[src/pse_defs.svh]
// constants for the scratch and power event register block
// Behaviour
// (RQ1) 8-bit scratch register, offset 0x16, resets zero
// (RQ2) scratch value drives no other logic
// (RQ3) link never writes ones to bits 7,1
// (RQ4) bit 6 enables bus-voltage-ok edge events
// (RQ5) bit 5 enables pin-floating edge events
// (RQ6) bit 4 enables resistor detector edge events
// (RQ7) bit 3: session-valid fall, alt_int set
// (RQ8) bit 2: session-valid rise, alt_int set
// (RQ9) session-valid edge enables default disabled
// (RQ10) bit 0 enables stress detector edge events
// (RQ11) set and clear aliases at 0x17, 0x18
`ifndef PSE_DEFS_SVH
`define PSE_DEFS_SVH
`define PSE_ADDR_SCRATCH     8'h16
`define PSE_ADDR_SCRATCH_SET 8'h17
`define PSE_ADDR_SCRATCH_CLR 8'h18
`define PSE_ADDR_PWR_CTRL    8'h3D
`define PSE_ADDR_IRQ_STATUS  8'h40
`define PSE_ADDR_IRQ_MASK    8'h41
`define PSE_RST_BYTE         8'h00
`define PSE_PWR_WMASK        8'h7D
`define PSE_BIT_VBUS_OK      6
`define PSE_BIT_OTG_PIN_FLOATING_DETECT     5
`define PSE_BIT_ID_RES       4
`define PSE_BIT_BSV_FALL     3
`define PSE_BIT_BSV_RISE     2
`define PSE_BIT_STRESS       0
`define PSE_SYNC_STAGES      2
`define PSE_EDGE_WARM        2'h3
`endif

[src/pse_pkg.sv]
// types shared by the scratch and power event register block
package pse_pkg;
  // event send state
  typedef enum logic [1:0]
  {
    PSE_IDLE = 2'b00,
    PSE_SEND = 2'b01
  } pse_state_e;
  typedef logic [7:0] pse_byte_t;
endpackage : pse_pkg

[src/pse_sync.sv]
// two-flop synchroniser for a vector of asynchronous monitor inputs
module pse_sync
#(
  parameter int W = 1
)
(
  // clock and reset
  input  wire logic         clk_sys_i,
  input  wire logic         nrst_i,
  // data
  input  wire logic [W-1:0] async_i,
  output logic      [W-1:0] sync_o
);
  // state: first and second stage
  typedef struct packed
  {
    logic [W-1:0] s1;
    logic [W-1:0] s2;
  } pse_sync_s;
  pse_sync_s st_r;
  pse_sync_s st_nxt;
  // shift through both stages
  always_comb
  begin
    st_nxt.s1 = async_i;
    st_nxt.s2 = st_r.s1;
  end
  // register the stages
  always_ff @(posedge clk_sys_i or negedge nrst_i)
  begin
    if (!nrst_i)
      st_r <= '0;
    else
      st_r <= st_nxt;
  end
  assign sync_o = st_r.s2;
endmodule : pse_sync

[src/pse_edge.sv]
// edge detector on synchronised monitor levels
`include "pse_defs.svh"
module pse_edge
#(
  parameter int W = 1
)
(
  // clock and reset
  input  wire logic         clk_sys_i,
  input  wire logic         nrst_i,
  // levels in, edges out
  input  wire logic [W-1:0] level_i,
  output logic      [W-1:0] rise_o,
  output logic      [W-1:0] fall_o
);
  // state: previous level and a warm-up count that hides the synchroniser reset value
  typedef struct packed
  {
    logic [W-1:0] prev;
    logic [1:0]   warm;
  } pse_edge_s;
  pse_edge_s st_r;
  pse_edge_s st_nxt;
  // track the last level
  always_comb
  begin
    st_nxt.prev = level_i;
    // stop counting once prev carries a real pin sample
    if (st_r.warm == `PSE_EDGE_WARM)
      st_nxt.warm = st_r.warm;
    else
      st_nxt.warm = st_r.warm + 2'h1;
  end
  // register
  always_ff @(posedge clk_sys_i or negedge nrst_i)
  begin
    if (!nrst_i)
      st_r <= '0;
    else
      st_r <= st_nxt;
  end
  // edges only once prev holds a real sample, so a pin idling high gives no false edge
  assign rise_o = (st_r.warm == `PSE_EDGE_WARM) ? (level_i & ~st_r.prev) : '0;
  assign fall_o = (st_r.warm == `PSE_EDGE_WARM) ? (~level_i & st_r.prev) : '0;
endmodule : pse_edge

[src/pse_regs.sv]
// scratch and power event control registers with event notification
//
// The plain strobed port was decided locally.
`include "pse_defs.svh"
module pse_regs
  import pse_pkg::*;
(
  // clock and reset
  input  wire logic       clk_sys_i,
  input  wire logic       nrst_i,
  // register port
  input  wire logic [7:0] reg_addr_i,
  input  wire logic [7:0] reg_wdata_i,
  input  wire logic       reg_wr_i,
  input  wire logic       reg_rd_i,
  output logic      [7:0] reg_rdata_o,
  // analogue monitor levels (asynchronous)
  input  wire logic       bus_voltage_ok_monitor_i,
  input  wire logic       otg_pin_floating_detect_i,
  input  wire logic       otg_resistor_detect_a_i,
  input  wire logic       otg_resistor_detect_b_i,
  input  wire logic       otg_resistor_detect_c_i,
  input  wire logic       session_valid_i,
  input  wire logic       stress_detect_i,
  // rx command request toward the link side
  output logic            rx_cmd_req_o,
  output logic            rx_cmd_alt_int_o,
  input  wire logic       rx_cmd_ack_i,
  // interrupt
  output logic            irq_o
);
  // monitor vector index: 0 vbus,1 float,2-4 res,5 bsv,6 stress
  localparam int NMON = 7;
  logic [NMON-1:0] mon_async;
  logic [NMON-1:0] mon_sync;
  logic [NMON-1:0] mon_rise;
  logic [NMON-1:0] mon_fall;
  // all block state
  typedef struct packed
  {
    pse_byte_t  scratch;
    pse_byte_t  pwr;
    pse_byte_t  irq_stat;
    pse_byte_t  irq_mask;
    pse_byte_t  rdata;
    pse_state_e state;
    logic       pend;
    logic       pend_alt;
    logic       alt;
  } pse_regs_s;
  pse_regs_s st_r;
  pse_regs_s st_nxt;
  logic       ev_any;
  logic       ev_alt;
  pse_byte_t  ev_vec;

  // address decode shared by read and write paths
  function automatic logic hit(input logic [7:0] a, input logic [7:0] o);
    hit = (a == o);
  endfunction : hit

  assign mon_async = {stress_detect_i, session_valid_i, otg_resistor_detect_c_i,
                      otg_resistor_detect_b_i, otg_resistor_detect_a_i,
                      otg_pin_floating_detect_i, bus_voltage_ok_monitor_i};

  // synchronise the monitor pins
  pse_sync #(.W(NMON)) u_sync
  (
    .clk_sys_i (clk_sys_i),
    .nrst_i    (nrst_i),
    .async_i   (mon_async),
    .sync_o    (mon_sync)
  );

  // detect edges on the synchronised levels
  pse_edge #(.W(NMON)) u_edge
  (
    .clk_sys_i (clk_sys_i),
    .nrst_i    (nrst_i),
    .level_i   (mon_sync),
    .rise_o    (mon_rise),
    .fall_o    (mon_fall)
  );

  // gate edges with the enables
  always_comb
  begin
    ev_vec = 8'h00;
    // (RQ4) bus voltage ok edges
    ev_vec[`PSE_BIT_VBUS_OK]  = st_r.pwr[`PSE_BIT_VBUS_OK] & (mon_rise[0] | mon_fall[0]);
    // (RQ5) pin floating edges
    ev_vec[`PSE_BIT_OTG_PIN_FLOATING_DETECT] = st_r.pwr[`PSE_BIT_OTG_PIN_FLOATING_DETECT] & (mon_rise[1] | mon_fall[1]);
    // (RQ6) any resistor detector edge
    ev_vec[`PSE_BIT_ID_RES]   = st_r.pwr[`PSE_BIT_ID_RES] & (|(mon_rise[4:2] | mon_fall[4:2]));
    // (RQ7) session valid falling
    ev_vec[`PSE_BIT_BSV_FALL] = st_r.pwr[`PSE_BIT_BSV_FALL] & mon_fall[5];
    // (RQ8) session valid rising
    ev_vec[`PSE_BIT_BSV_RISE] = st_r.pwr[`PSE_BIT_BSV_RISE] & mon_rise[5];
    // (RQ10) stress detector edges
    ev_vec[`PSE_BIT_STRESS]   = st_r.pwr[`PSE_BIT_STRESS] & (mon_rise[6] | mon_fall[6]);
  end
  assign ev_any = |ev_vec;
  assign ev_alt = ev_vec[`PSE_BIT_BSV_FALL] | ev_vec[`PSE_BIT_BSV_RISE];

  // next state: registers, interrupt status, rx command sequencing
  always_comb
  begin
    st_nxt = st_r;
    // read data stands only in the cycle after the read strobe
    st_nxt.rdata = 8'h00;
    if (reg_rd_i)
    begin
      // (RQ11) aliases read back the scratch value
      if (hit(reg_addr_i, `PSE_ADDR_SCRATCH) || hit(reg_addr_i, `PSE_ADDR_SCRATCH_SET) ||
          hit(reg_addr_i, `PSE_ADDR_SCRATCH_CLR))
        st_nxt.rdata = st_r.scratch;
      else if (hit(reg_addr_i, `PSE_ADDR_PWR_CTRL))
        st_nxt.rdata = st_r.pwr;
      else if (hit(reg_addr_i, `PSE_ADDR_IRQ_STATUS))
        st_nxt.rdata = st_r.irq_stat;
      else if (hit(reg_addr_i, `PSE_ADDR_IRQ_MASK))
        st_nxt.rdata = st_r.irq_mask;
      // unmapped addresses read zero
      else
        st_nxt.rdata = 8'h00;
    end
    if (reg_wr_i)
    begin
      // (RQ1) plain scratch write
      if (hit(reg_addr_i, `PSE_ADDR_SCRATCH))
        st_nxt.scratch = reg_wdata_i;
      // (RQ11) set alias
      else if (hit(reg_addr_i, `PSE_ADDR_SCRATCH_SET))
        st_nxt.scratch = st_r.scratch | reg_wdata_i;
      // (RQ11) clear alias
      else if (hit(reg_addr_i, `PSE_ADDR_SCRATCH_CLR))
        st_nxt.scratch = st_r.scratch & ~reg_wdata_i;
      // (RQ3) spare bits held at zero
      else if (hit(reg_addr_i, `PSE_ADDR_PWR_CTRL))
        st_nxt.pwr = reg_wdata_i & `PSE_PWR_WMASK;
      else if (hit(reg_addr_i, `PSE_ADDR_IRQ_STATUS))
        st_nxt.irq_stat = st_r.irq_stat & ~reg_wdata_i;
      else if (hit(reg_addr_i, `PSE_ADDR_IRQ_MASK))
        st_nxt.irq_mask = reg_wdata_i;
    end
    // new events win over a same-cycle clear
    st_nxt.irq_stat = st_nxt.irq_stat | ev_vec;
    // collect events while a command is outstanding
    if (ev_any)
    begin
      st_nxt.pend     = 1'b1;
      st_nxt.pend_alt = st_nxt.pend_alt | ev_alt;
    end
    unique case (st_r.state)
      // launch a command when events wait
      PSE_IDLE:
      begin
        if (st_nxt.pend)
        begin
          st_nxt.state    = PSE_SEND;
          st_nxt.alt      = st_nxt.pend_alt;
          st_nxt.pend     = 1'b0;
          st_nxt.pend_alt = 1'b0;
        end
      end
      // hold the request until the link side takes it
      PSE_SEND:
      begin
        if (rx_cmd_ack_i)
        begin
          st_nxt.state = PSE_IDLE;
          st_nxt.alt   = 1'b0;
        end
      end
      default:
      begin
        st_nxt.state = PSE_IDLE;
      end
    endcase
  end

  // register all state
  always_ff @(posedge clk_sys_i or negedge nrst_i)
  begin
    if (!nrst_i)
    begin
      // (RQ9) all enables start disabled
      st_r          <= '0;
      st_r.scratch  <= `PSE_RST_BYTE;
      st_r.pwr      <= `PSE_RST_BYTE;
      st_r.irq_mask <= `PSE_RST_BYTE;
      st_r.state    <= PSE_IDLE;
    end
    else
      st_r <= st_nxt;
  end

  // outputs; scratch only reaches the read mux
  // (RQ2) scratch is isolated
  assign reg_rdata_o      = st_r.rdata;
  assign rx_cmd_req_o     = (st_r.state == PSE_SEND);
  assign rx_cmd_alt_int_o = st_r.alt;
  assign irq_o            = |(st_r.irq_stat & st_r.irq_mask);
endmodule : pse_regs

[config.mk]
export PLATFORM = sky130hd
export DESIGN_NAME = pse_regs
export DESIGN_NICKNAME = d
export VERILOG_FILES = /design/src/pse_pkg.sv /design/src/pse_sync.sv /design/src/pse_edge.sv /design/src/pse_regs.sv
export VERILOG_INCLUDE_DIRS = /design/src
export SDC_FILE = /design/constraint.sdc
export NUM_CORES = 1
export LEC_CHECK = 0
export BUFFER_PORTS_ARGS = -buffer_cell sky130_fd_sc_hd__clkbuf_2
export CORE_UTILIZATION = 35
export DETAILED_ROUTE_END_ITERATION = 10
export SLEW_MARGIN = 25
export SYNTH_ARGS = -nofsm -noshare
export SYNTH_HDL_FRONTEND = slang
export SYNTH_SLANG_ARGS = --single-unit
[constraint.sdc]
create_clock -name clk_sys_i -period 6.05 [get_ports clk_sys_i]
set_input_delay 0.605 -clock clk_sys_i [delete_from_list [all_inputs] [get_ports clk_sys_i]]
set_output_delay 0.605 -clock clk_sys_i [all_outputs]
set_load 0.01 [all_outputs]
### Word-level counts from Yosys, hierarchy flattened

Cells that the tools add are included.

* flip-flop bits (word level): 66
* output and inout port bits: 11

* $add $sub $neg: 1
* eq/ne operators: 10
* multiplexer cells: 25
* bitwise operators: 27
* reductions and logical operators: 13

Operators with widths (count)
* two-way mux 8 bit: 11
* two-way mux 16 bit: 5
* bitwise AND 8 bit: 3
* equality test 8 x 5 -> 1 bit, second input constant: 3
* equality test 8 x 7 -> 1 bit, second input constant: 2
* bitwise AND 7 bit: 2
* two-way mux 7 bit: 2
* inverter 7 bit: 2
* equality test 8 x 6 -> 1 bit, second input constant: 1
* inverter 8 bit: 1
* bitwise OR 8 x 7 -> 8 bit: 1
* bitwise OR 8 bit: 1
* OR reduction 8 bit: 1
* AND reduction 7 bit: 1
* bitwise AND 1 bit: 6
* two-way mux 2 bit: 3
* OR reduction 6 bit: 1
* two-way mux 5 bit: 1
* inverter 1 bit: 5
* bitwise OR 1 bit: 5
* AND reduction 5 bit: 1
* inequality test 2 x 1 -> 1 bit, second input constant: 2
* one-hot mux 2 bit (2 select lines): 1
* AND reduction 2 bit: 2
* 12 further kinds: 13

### Logic depth before layout (Yosys ltp)

Gate-level depths: netlist of run 1.

* depth in word-level cells: 10
* depth in mapped cells: 7
* mapped depth without buffers: 6

### By module

A second synthesis of run 1 with hierarchy kept.

* cell total of the unflattened synthesis: 214
* area, all modules: 2831.5 sq um

By module, submodules not included
* pse_regs: instances 1, cells an instance 172, area an instance 2072.0 sq um, sequential area each 1051.0 sq um
* pse_edge: instances 1, cells an instance 28, area an instance 409.1 sq um, sequential area each 225.2 sq um
* pse_sync: instances 1, cells an instance 14, area an instance 350.3 sq um, sequential area each 350.3 sq um

### Least setup slack after synthesis of run 1

No wires, ideal clock.

* path type: input to register
* start: input port reg_addr_i[5]
* end: register st_r[24] (netlist bit)
* library setup time: 0.122 ns
* data arrival time: 1.938 ns
* data required time: 5.928 ns
* slack: 3.990 ns
* stages: 5
* buffers on the path: 0
* cell sequence: or4b_1 nor4_2 nor3b_4 nand2_1 a32o_1

RTL lines
* start, declared: line pse_regs.sv:12 `input wire logic [7:0] reg_addr_i,`
* end signal, assigned: line pse_regs.sv:195 `st_r <= st_nxt;`
* end, declared: line pse_regs.sv:51 `pse_regs_s st_r;`

### Worst setup path in the final report of run 1

* start: register u_edge.st_r[0] (netlist bit)
* end: register st_r, in the netlist rx_cmd_alt_int_o

* cells in the longest elaborated chain, start to end: 9
* elaborated cells on any way between the ends: 22
* classes of those cells: eq/ne: 2; mux: 5; bitwise: 12; reduce/logical: 3

Ends and longest elaborated chain
* start, declared: line pse_edge.sv:22 `pse_edge_s st_r;`
* start signal, assigned: line pse_edge.sv:40 `st_r <= st_nxt;`
* equality test 2 bit (no source line) (*)
* two-way mux 7 bit, on equally long branches: line pse_edge.sv:43, pse_edge.sv:44
* bitwise OR 3 bit: line pse_regs.sv:94 `` ev_vec[`PSE_BIT_ID_RES] = st_r.pwr[`PSE_BIT_ID_RES] & (|(mon_rise[4:2] | mon_fall[4:2])); ``
* OR reduction 3 bit: line pse_regs.sv:94
* bitwise AND 1 bit: line pse_regs.sv:94
* OR reduction 6 bit: line pse_regs.sv:102 `assign ev_any = |ev_vec;`
* two-way mux 2 bit (*): line pse_regs.sv:149 `if (ev_any)`
* two-way mux 5 bit or inequality test 2 x 1 -> 1 bit (tied branches)
* one-hot mux 1 bit (2 select lines) or AND reduction 3 bit (tied branches)

Mark *: on every way between the ends. The rest lies on a longest branch, timed or not. The select of a mux whose other input is x is not followed.
A chain may end at the register's enable or synchronous reset.

==> metrics.md, run 1 <==
| Metric | Value |
|---|---|
| Synthesized Nets | 243 |
| Nets | 281 |
| Crit share post-route | 36.3% |
| Final setup viols | 0 |
| Crit-path max FO | 9 |
| Netlist cell types | 50 |
| Routed WL | between 5 and 6 mm |
| EDFF count, synth | 0 |
| Clock Skew | 0.00939 ns |
| Chip height | 92.0 um |
| Max-slew violations | 0 |
| I/O pin total | 39 |
| CTS root buf | clkbuf_8 |
| H-tree levels | 3 |
| Largest net degree at the start of global routing | 66 |
| DR WL/cell | 15.9 um |
| Hold buffer count at cts | 0 |
| CP delay by family, top | simple AND/OR/NAND/NOR gates |
| Die footprint | 0.00846 mm^2 |
| Post-CTS setup buffer count | 0 |
| Wire length on met3 | approximately 300 um |
| Die Width | 92.0 um |
| Bufs and invs on worst path | 0 |
| Antenna Nets Post-Route | 0 |
| LEAKAGE | between 1 and 1.5 nW |
| Post-CTS Resized | 0 |
| GRT overflow | 0 |
| Dpl ws | between 3 and 4 ns |
| Worst hold slack | between 0.3 and 0.4 ns |
| Outcome | finished, final reports clean |
| Synthesis-to-finish area growth | 14.4% |
| Setup TNS | 0 ns |
| NetSw | between 200 and 250 uW |
| Worst-path clk slew | 0.06 ns |
| Clk_lat worst skew | 0.33 ns |
| GPL Wtd Cong | 0.819 |
| Overall routing resource usage | 15.2% |
| Slew @ Worst Pin | 0.805 ns |
| Met2 wire length | about 2.8 mm |
| Clock Tree Buf Depth | 2 |
| CP max stage delay | roughly 0.56 ns |
| # fillers | 752 |
| Vias in the first global route | between 1500 and 2000 |
| Vias | 1835 |
| Multi-input logic area | around 0.0011 mm^2 |
| IO Port Bufs | 38 |
| Crit end category | register |
| WP data required | 6.28 ns |
| Placed wire-length estimate | 3.97 mm |
| First-pass DRT Iterations | 5 |
| CTS tree | done |
| WP data arrival | 2.42 ns |
| Slew margin rel. | 46.3% |
| Comb power frac | 11.1% |
| Cells after Synth | 213 |
| Post-route setup slack | between 3 and 4 ns |
| Mapped Avg Cell Area | 13.3 um^2 |
| Clock share of power | 33.7% |
| Layout cells sized above 1 | between 30 and 40% |
| Async SR Flop Fraction | 100% |
| Starting Density | 36.5% |
| Crit start category | register |
| Cts bufs inserted | 9 |
| Post-synthesis sequential area ratio | a little under three fifths |
| Seq pwr share | between 50% and 60% |
| Cell Area, Synth | 0.00284 mm^2 |
| Power Density | 281 mW/mm^2 |
| Crit-path slowest cell | or4_1 |
| Fin util | 41.8% |
| Fmax | 455 MHz |
| Post-synthesis sequential element count | 65 |
| Total of max-cap violations | 0 |
| Core ar. | 0.00777 mm^2 |
| Minimum clock period | 2.20 ns |
| First-pass GRT wire length | 9.48 mm |
| FP Rows | 32 |
| Crit Path Category | reg2reg |
| Worst Hold Class | reg2reg |
| DRC | 0 |
| Sw Share | 25.2% |
| Final Hold Fails | 0 |
| CP most frequent cell | or4_1 |
| Seq. cell area | 0.00163 mm^2 |
| Metal1 wirelength | 2.52 mm |
| RSZ-0062 raised after global routing | false |
| Top Metal Used | met4 |
| Worst path cell trace | ha_1 -> nand4b_1 -> nand2_1 -> or4_1 -> or4_1 -> o211a_1 |
| Via/cell ratio | 5.14 |
| Peak supply drop | ~140 uV |
| Initial antenna violation count | 0 |
| Yosys warns | 0 |
| ANT cells | 0 |
| DR iter-0 viols | ~120 |
| Clock sink total | 65 |
| Top_reg_cell synth | dfrtp_1 |
| Internal power | between 600 and 700 uW |
[registers in the layout (all words and copies together) (netlist names)]
signal / cells
st_r: 33
reg_rdata_o: 8
u_edge.st_r: 9
u_sync.sync_o: 7
rx_cmd_alt_int_o: 1
u_sync.st_nxt: 7
[power by group through the flow]
stage	sequential, mW	combinational [mW]	clock (mW)
floorplan	0.501	0.0630	0
global placement	0.511	0.101	0
detailed placement	0.512	0.103	0
CTS	0.504	0.103	0.323
global route	0.509	0.113	0.342
finish	0.504	0.101	0.308
[cell usage after synthesis, types with 2 or more instances]
master    number  area share [%]
dfrtp_1       65              57
mux2_2        17             6.8
nand2_1       15             2.0
a22oi_1       11             2.9
o21ai_0       10             1.8
buf_4          9             2.4
a22o_1         8             2.5
a21boi_0       7             1.9
mux2_4         6             3.2
nand4b_1       6             1.9
nor2b_1        5             1.1
a21o_1         4             1.1
inv_1          3            0.40
nor3_1         3            0.53
and2_1         2            0.44
ha_1           2            0.88
nand2b_1       2            0.44
nor2_1         2            0.26
nor3_2         2            0.71
or4_1          2            0.53
or4b_4         2            0.97
xor2_1         2            0.62
[metal layers]
metal,GRT usage [%],vias up
met2,23.8,56
met5,0,-
li1,-,858
met3,5.89,4
met1,19.4,917
met4,4.69,0
[cell type report]
type	count	share of cell area, %
repair buffers	39	6.10
well taps	102	3.94
flip-flops and latches	65	50.2
multi-input cells	133	34.5
clock buffers	12	4.48
clock inverters	3	0.540
inverters	3	0.347
[worst paths after layout]
| check | from | to | slack, ns | depth (start not counted) |
|---|---|---|---|---|
| setup / recovery | u_edge.st_r[0] | rx_cmd_alt_int_o | 3.85 | 6 |
| max in group asynchronous | nrst_i | st_r[19] | 5.08 | 2 |
| hold / removal | u_sync.st_nxt[4] | u_sync.sync_o[4] | 0.35 | 0 |
| min in group asynchronous | nrst_i | st_r[3] | 0.43 | 2 |
| hold reg to reg | u_sync.st_nxt[4] | u_sync.sync_o[4] | 0.35 | 0 |
| setup reg to reg | u_edge.st_r[0] | rx_cmd_alt_int_o | 3.85 | 6 |
[layout by cell type (no fill, tap or decap), types with 3 or more instances in the layout]
master    count
a21boi_0      7
a21o_1        4
a22o_1        8
a22oi_1      11
clkbuf_2     37
clkbuf_8     10
dfrtp_1      65
inv_1         3
mux2_2       17
mux2_4        6
nand2_1      15
nand4b_1      6
nor2b_1       5
nor3_1        3
o21ai_0      10
[cell families after synthesis]
kind of cell / Yosys count / synth area share, %
AOI/OAI and AO/OA: 49 / 12.8
xor gates and xnor gates: 3 / 0.927
adders and majority gates: 2 / 0.882
buffers and inverters: 15 / 3.22
DFF: 65 / 57.4
muxes: 24 / 10.3
and+or+nand+nor: 55 / 14.5
[stage by stage]
step | area, um^2 | power [mW] | std cells
after global placement | 3080 | 0.612 | 342
after global routing | 3240 | 0.965 | 357
after detailed placement | 3080 | 0.615 | 342
final | 3240 | 0.913 | 357
after floorplan | 2840 | 0.564 | 213
after CTS | 3240 | 0.930 | 357
No activity file was read; power rests on OpenSTA's default activity.
==> inputs of run 2 (changes only) <==
- ABC_AREA: unset -> 1
- clock period: 6.05 -> 2.1 ns (I/O delays scaled with it)
==> run 2 against run 1 <==
Compared with the run above:
- hold slack got worse by 0.27 ns
- flip-flop and latch count unchanged
- sequential power grew to 2.7 times the previous value
- global-route usage barely moved
- final cell count rose by 31%
- register-to-register slack worse by 3.4 ns
- via count is 18% higher
- design area rose by 4.9%
- clock skew barely moved
==> metrics.md, run 2 <==
| Metric | Value |
|---|---|
| Final Hold Fails | 0 (unchanged) |
| Fmax | 608 MHz |
| Commonest non-fill, non-tap cell in the layout | nand2_1 (was dfrtp_1) |
| Routed WL | 5.95 mm (was 5.69 mm) |
| Largest register FFs | 33 (unchanged) |
| Max-slew violations | 0 (unchanged) |
| Comb power frac | 10.2% (was 11.1%) |
| Clock sink total | 65 (unchanged) |
| Vias | 2162 (was 1835) |
| Chip height | 92.9 um (was 92.0 um) |
| Total of max-cap violations | 0 (unchanged) |
| Starting Density | 36.8% (was 36.5%) |
| Die Width | 92.9 um (was 92.0 um) |
| Core ar. | 0.00785 mm^2 (was 0.00777 mm^2) |
| Placed wire-length estimate | 4.32 mm (was 3.97 mm) |
| Post-CTS setup buffer count | 0 (unchanged) |
| Top-count cell post-synth | nand2_1 (was dfrtp_1) |
| Yosys top cell by area | dfrtp_1 (unchanged) |
| Peak supply drop | 472 uV (was 135 uV) |
| Top cell type's share of synthesized area | 56.3% (was 57.4%) |
| Worst-path clk slew | 0.08 ns (was 0.06 ns) |
| Layout Cell Area excl Fill | 0.00340 mm^2 (was 0.00324 mm^2) |
| DR WL/cell | 12.7 um (was 15.9 um) |
| DRC | 0 (unchanged) |
| EDFF count, synth | 0 (unchanged) |
| Top_reg_cell synth | dfrtp_1 (unchanged) |
| Post-synthesis sequential area ratio | 56.3% (was 57.4%) |
| Crit Path Category | reg2out (was reg2reg) |
| Antenna Nets Post-Route | 0 (unchanged) |
| Layout cells sized above 1 | 22.2% (was 34.1%) |
| NetSw | 752 uW (was 230 uW) |
| Minimum clock period | ~1.6 ns |
| GRT overflow | 0 (unchanged) |
| LEAKAGE | 1.75 nW (was 1.50 nW) |
| GPL Wtd Cong | 0.842 (was 0.819) |
| Worst Hold Class | in2reg (was reg2reg) |
| Clock Skew | 0.00931 ns (was 0.00939 ns) |
| Async SR Flop Fraction | 100% (unchanged) |
| Crit-path max FO | 3 (was 9) |
| Synthesis-to-finish area growth | 17.7% (was 14.4%) |
| Seq pwr share | 52.5% (was 55.2%) |
| Cells after Synth | 314 (was 213) |
| FP Rows | 32 (unchanged) |
| Crit share post-route | between 70% and 80% |
| Mapped Avg Cell Area | 9.20 um^2 (was 13.3 um^2) |
| Synth top cells by count | nand2_1, dfrtp_1, inv_1 (was dfrtp_1, mux2_2, nand2_1) |
| Post-CTS Resized | 0 (unchanged) |
| Placement Cell Area | 0.00314 mm^2 (was 0.00308 mm^2) |
| Initial antenna violation count | 0 (unchanged) |
| Clk_lat worst skew | 0.34 ns (was 0.33 ns) |
| IO Port Bufs | 38 (unchanged) |
| CTS root buf | clkbuf_8 (unchanged) |
| Outcome | finished, final reports clean (unchanged) |
| Fin util | 43.3% (was 41.8%) |
| WP data required | 1.89 ns (was 6.28 ns) |
| First-pass DRT Iterations | 4 (was 5) |
| Post-synthesis sequential element count | 65 (unchanged) |
| Netlist cell types | 29 (was 50) |
| Nets | 390 (was 281) |
| Slew @ Worst Pin | 0.445 ns (was 0.805 ns) |
| Synth top area cells | dfrtp_1, nand2_1, inv_1 (was dfrtp_1, mux2_2, mux2_4) |
| Clock share of power | 37.2% (was 33.7%) |
| H-tree levels | 3 (unchanged) |
| Crit start category | register (unchanged) |
| Yosys warns | 0 (unchanged) |
| DR iter-0 viols | 112 (was 124) |
| Cts bufs inserted | 9 (unchanged) |
| Die footprint | 0.00863 mm^2 (was 0.00846 mm^2) |
| I/O pin total | 39 (unchanged) |
| Vias in the first global route | 2139 (was 1811) |
| Synthesized Nets | 344 (was 243) |
| Largest net degree at the start of global routing | 57 (was 66) |
| Cell Area, Synth | 0.00289 mm^2 (was 0.00284 mm^2) |
| Setup TNS | 0 ns (unchanged) |
| Power Density | 775 mW/mm^2 (was 281 mW/mm^2) |
| Slew margin rel. | 70.1% (was 46.3%) |
| First-pass GRT wire length | 9.95 mm (was 9.48 mm) |
| Crit end category | primary output (was register) |
| Most frequent cells in the layout | nand2_1, dfrtp_1, inv_1, clkbuf_2, o21ai_0 (was dfrtp_1, clkbuf_2, mux2_2, nand2_1, a22oi_1) |
| Sw Share | 28.5% (was 25.2%) |
| Final setup viols | 0 (unchanged) |
| ANT cells | 0 (unchanged) |
| RSZ-0062 raised after global routing | false (unchanged) |
| CTS tree | done (unchanged) |
| Largest Register | st_r (unchanged) |
| Overall routing resource usage | 15.2% (about the same) |
| Via/cell ratio | 4.63 (was 5.14) |
| WP data arrival | 1.43 ns (was 2.42 ns) |
| Clock Tree Buf Depth | 2 (unchanged) |
| Internal power | 1.88 mW (was 682 uW) |
## run 2: power groups by stage
stage	Combinational [mW]	Sequential, mW	Clock, mW
4_1_cts	0.276	1.38	1.01
3_5_place_dp	0.263	1.41	0
5_1_grt	0.314	1.39	1.08
6_report	0.270	1.38	0.981
3_3_place_gp	0.257	1.41	0
2_1_floorplan	0.149	1.39	0
## run 2: worst paths after layout
kind | slack (ns) | startpoint | cells after the start | endpoint
worst min-delay path | 0.07 | rx_cmd_ack_i | 2 | st_r[3]
worst max register to register | 0.48 | u_edge.st_r[0] | 11 | rx_cmd_alt_int_o
min in group asynchronous | 0.27 | nrst_i | 2 | u_sync.st_nxt[3]
max in group asynchronous | 1.25 | nrst_i | 3 | reg_rdata_o[3]
worst max-delay path | 0.46 | st_r[24] | 5 | irq_o
worst min register to register | 0.36 | u_sync.st_nxt[2] | 0 | u_sync.sync_o[2]
## run 2: routing by layer
metal,wire [um],share of wire (%),global-route usage [%]
met4,32,0.54,4.23
met1,2810,47,20.5
met3,368,6.2,5.25
met2,2740,46,23.2
met5,0,0,0
## run 2: per-stage QoR
stage	setup WS [ns]	instances	hold slack, ns	total power [mW]
2_1_floorplan	0.638	314	-0.0856	1.54
3_3_place_gp	0.523	443	0.0965	1.66
3_5_place_dp	0.473	443	0.0986	1.67
4_1_cts	0.418	467	0.0671	2.67
5_1_grt	0.263	467	0.0817	2.78
6_report	0.456	467	0.0729	2.64
## run 2: final cells by class
type                    instances  area [um^2]
fillers                       833         4450
flip-flops and latches         65         1630
multi-input cells             198         1030
repair buffers                 47          290
inverters                      39          146
well taps                     102          128
clock buffers                   9          124
clock inverters                 7         60.1
## run 2: cells by family (layout without fill, tap and decap cells)
kind of cell	after synthesis	after routing	synth area share [%]
DFF	65	65	56.3
xor gates and xnor gates	1	1	0.303
adders and majority gates	2	2	0.866
AOI/OAI and AO/OA	55	55	12.0
and+or+nand+nor	140	140	22.3
buffers and inverters	51	102	8.22
## run 2: timing repair
action	4_1_cts	5_1_grt
setup endpoints to repair	0	0
endpoints found under the hold margin	16	0
hold buffers	8	0
## run 2: worst max-delay path: stages, from the launching register on
cell and delay, ns:
dfrtp_1 0.41, nand2_1 0.07, nand2_1 0.05, a221oi_1 0.30, nand2_1 0.12, clkbuf_2 0.14
==> inputs of run 3 (changes only) <==
- ABC_AREA: 1 -> 0
- clock period: 2.1 -> 1.3 ns (I/O delays scaled with it)
==> run 3 against run 2 <==
Compared with the run above:
- the run now ends with setup timing left
- utilization is 8.2 points higher
- total power is 82% higher
- wire length is 6.0% higher
- sequential power is 70% higher
- critical path depth is 1 higher
- non-clock buffer count is 52 higher
- clock power is 80% higher
- hold slack worse by 0.023 ns
- clock skew hardly changed
- final cell count is 10% lower
- design area is 18% higher
- global-route usage is 0.89 points higher
- critical endpoint is now rx_cmd_alt_int_o
- largest power group unchanged
==> metrics.md, run 3 (synthesized netlist as in run 1, its figures left out) <==
| Metric | Value |
|---|---|
| Total of max-cap violations | 0 (unchanged) |
| DR iter-0 viols | 87 (was 112) |
| Crit-path max FO | 4 (was 3) |
| Reg-to-Reg Start | u_edge.st_r[0] (unchanged) |
| Crit Path Category | reg2reg (was reg2out) |
| LEAKAGE | 1.88 nW (was 1.75 nW) |
| First-pass DRT Iterations | 4 (unchanged) |
| Flop2flop setup slack | -0.68 ns (was 0.48 ns) |
| Largest net degree at the start of global routing | 66 (was 57) |
| Worst Hold Class | in2reg (unchanged) |
| CTS tree | done (unchanged) |
| Setup TNS | -4.06 ns (was 0 ns) |
| R2R depth | 6 (was 11) |
| Power Density | 1200 mW/mm^2 (was 775 mW/mm^2) |
| Die Width | 92.0 um (was 92.9 um) |
| Total power | 4.81 mW (was 2.64 mW) |
| WHS Endpoint | st_r[28] (was st_r[3]) |
| H-tree levels | 3 (unchanged) |
| Terminus of the critical flop-to-flop path | rx_cmd_alt_int_o (unchanged) |
| Clock share of power | 36.7% (was 37.2%) |
| Slew @ Worst Pin | 0.336 ns (was 0.445 ns) |
| Nets | 341 (was 390) |
| Fmax | 505 MHz |
| Most frequent cells in the layout | dfrtp_1, buf_4, clkbuf_2, mux2_2, buf_6 (was nand2_1, dfrtp_1, inv_1, clkbuf_2, o21ai_0) |
| NetSw | 1.20 mW (was 752 uW) |
| Comb power frac | 14.5% (was 10.2%) |
| Startpoint of the worst hold path | reg_wdata_i[7] (was rx_cmd_ack_i) |
| WP data required | 1.54 ns (was 1.89 ns) |
| Crit end category | register (was primary output) |
| Largest register FFs | 33 (unchanged) |
| Crit share post-route | 152% |
| Worst-path clk slew | 0.08 ns (about the same) |
| Peak supply drop | 746 uV (was 472 uV) |
| Layout Cell Area excl Fill | 0.00401 mm^2 (was 0.00340 mm^2) |
| GPL Wtd Cong | 0.750 (was 0.842) |
| Vias | 2040 (was 2162) |
| Crit start category | register (unchanged) |
| Sw Share | 25.0% (was 28.5%) |
| Starting Density | 36.5% (was 36.8%) |
| Chip height | 92.0 um (was 92.9 um) |
| Via/cell ratio | 4.88 (was 4.63) |
| Max-slew violations | 0 (unchanged) |
| Internal power | 3.61 mW (was 1.88 mW) |
| Overall routing resource usage | 16.1% (was 15.2%) |
| Antenna Nets Post-Route | 0 (unchanged) |
| IO Port Bufs | 38 (unchanged) |
| Routed WL | 6.31 mm (was 5.95 mm) |
| I/O pin total | 39 (unchanged) |
| Placed wire-length estimate | 4.29 mm (was 4.32 mm) |
| Clk_lat worst skew | 0.35 ns (was 0.34 ns) |
| Core ar. | 0.00777 mm^2 (was 0.00785 mm^2) |
| Final Hold Fails | 0 (unchanged) |
| DRC | 0 (unchanged) |
| Initial antenna violation count | 0 (unchanged) |
| Synthesis-to-finish area growth | 41.3% (was 17.7%) |
| GRT overflow | 0 (unchanged) |
| Seq pwr share | 48.7% (was 52.5%) |
| Worst hold slack | 0.0495 ns (was 0.0729 ns) |
| Slew margin rel. | 77.6% (was 70.1%) |
| Commonest non-fill, non-tap cell in the layout | dfrtp_1 (was nand2_1) |
| CTS root buf | clkbuf_8 (unchanged) |
| Clock Skew | 0.00973 ns (was 0.00931 ns) |
| FP Rows | 32 (unchanged) |
| First-pass GRT wire length | 10.3 mm (was 9.95 mm) |
| Hold Path Stages | 2 (unchanged) |
| Layout cells sized above 1 | 53.2% (was 22.2%) |
| Minimum clock period | between 1.5 and 2 ns |
| WP data arrival | 2.22 ns (was 1.43 ns) |
| Final setup viols | 33 (was 0) |
| ANT cells | 0 (unchanged) |
| Vias in the first global route | 2113 (was 2139) |
| Failing checks | setup timing |
| Clock Tree Buf Depth | 2 (unchanged) |
| DR WL/cell | 15.1 um (was 12.7 um) |
| Die footprint | 0.00846 mm^2 (was 0.00863 mm^2) |
| Placement Cell Area | 0.00339 mm^2 (was 0.00314 mm^2) |
| Clock sink total | 65 (unchanged) |
| Outcome | finished, violations left (was finished, final reports clean) |
| Cts bufs inserted | 9 (unchanged) |
| Largest Register | st_r (unchanged) |
| Post-route setup slack | -0.679 ns (was 0.456 ns) |
| RSZ-0062 raised after global routing | true (was false) |
| Dpl ws | -0.731 ns (was 0.473 ns) |
run 3: through the flow:
stage               utilization (%)  cells
global route                   51.6    418
CTS                            49.7    415
global placement               43.6    379
finish                         51.6    418
floorplan                         -    213
detailed placement             43.6    379
run 3: how the worst max path moves through the flow:
| stage | startpoint | endpoint | cells past startpoint |
|---|---|---|---|
| 6_report | u_edge.st_r[0] | rx_cmd_alt_int_o | 6 |
| 3_3_place_gp | u_edge.st_r[0] | rx_cmd_alt_int_o | 6 |
| 4_1_cts | u_edge.st_r[1] | rx_cmd_alt_int_o | 6 |
| 2_1_floorplan | u_edge.st_r[0] | rx_cmd_alt_int_o | 7 |
| 5_1_grt | u_edge.st_r[0] | rx_cmd_alt_int_o | 6 |
| 3_5_place_dp | u_edge.st_r[0] | rx_cmd_alt_int_o | 6 |
run 3: cell type report:
cell class                 instances  area [um^2]
sequential                        65         1630
tap                              102          128
inverter                           3         11.3
clock inverter                     5         62.6
fill                             688         3760
clock buffer                      11          151
multi-input combinational        133         1280
timing repair buffer              99          748
run 3: routing by layer:
| metal | vias to the layer above | share of wire, % | track usage (%) |
|---|---|---|---|
| met3 | 9 | 4.1 | 5.31 |
| met4 | 0 | 1.1 | 4.82 |
| met1 | 1005 | 47 | 21.3 |
| met5 | - | 0 | 0 |
| li1 | 987 | - | - |
| met2 | 39 | 48 | 25.1 |
run 3: repair_timing:
action,in CTS,in global routing
pin swaps,9,9
resized for setup,30,34
endpoints found under the setup margin,37,39
setup buffers,10,3
hold buffers,10,0
hold endpoints to repair,74,0
run 3: worst max-delay path: stages (launching register included):
cell and delay, ns:
dfrtp_2 0.45, ha_4 0.19, nand4b_1 0.10, nand2_1 0.08, or4_4 0.52, or4_1 0.41, o211a_1 0.14
run 3: power groups by stage:
stage	registers (mW)	logic [mW]	clock network [mW]
floorplan	2.33	0.303	0
global placement	2.37	0.543	0
detailed placement	2.37	0.552	0
CTS	2.34	0.669	1.82
global route	2.37	0.762	1.92
finish	2.34	0.699	1.77
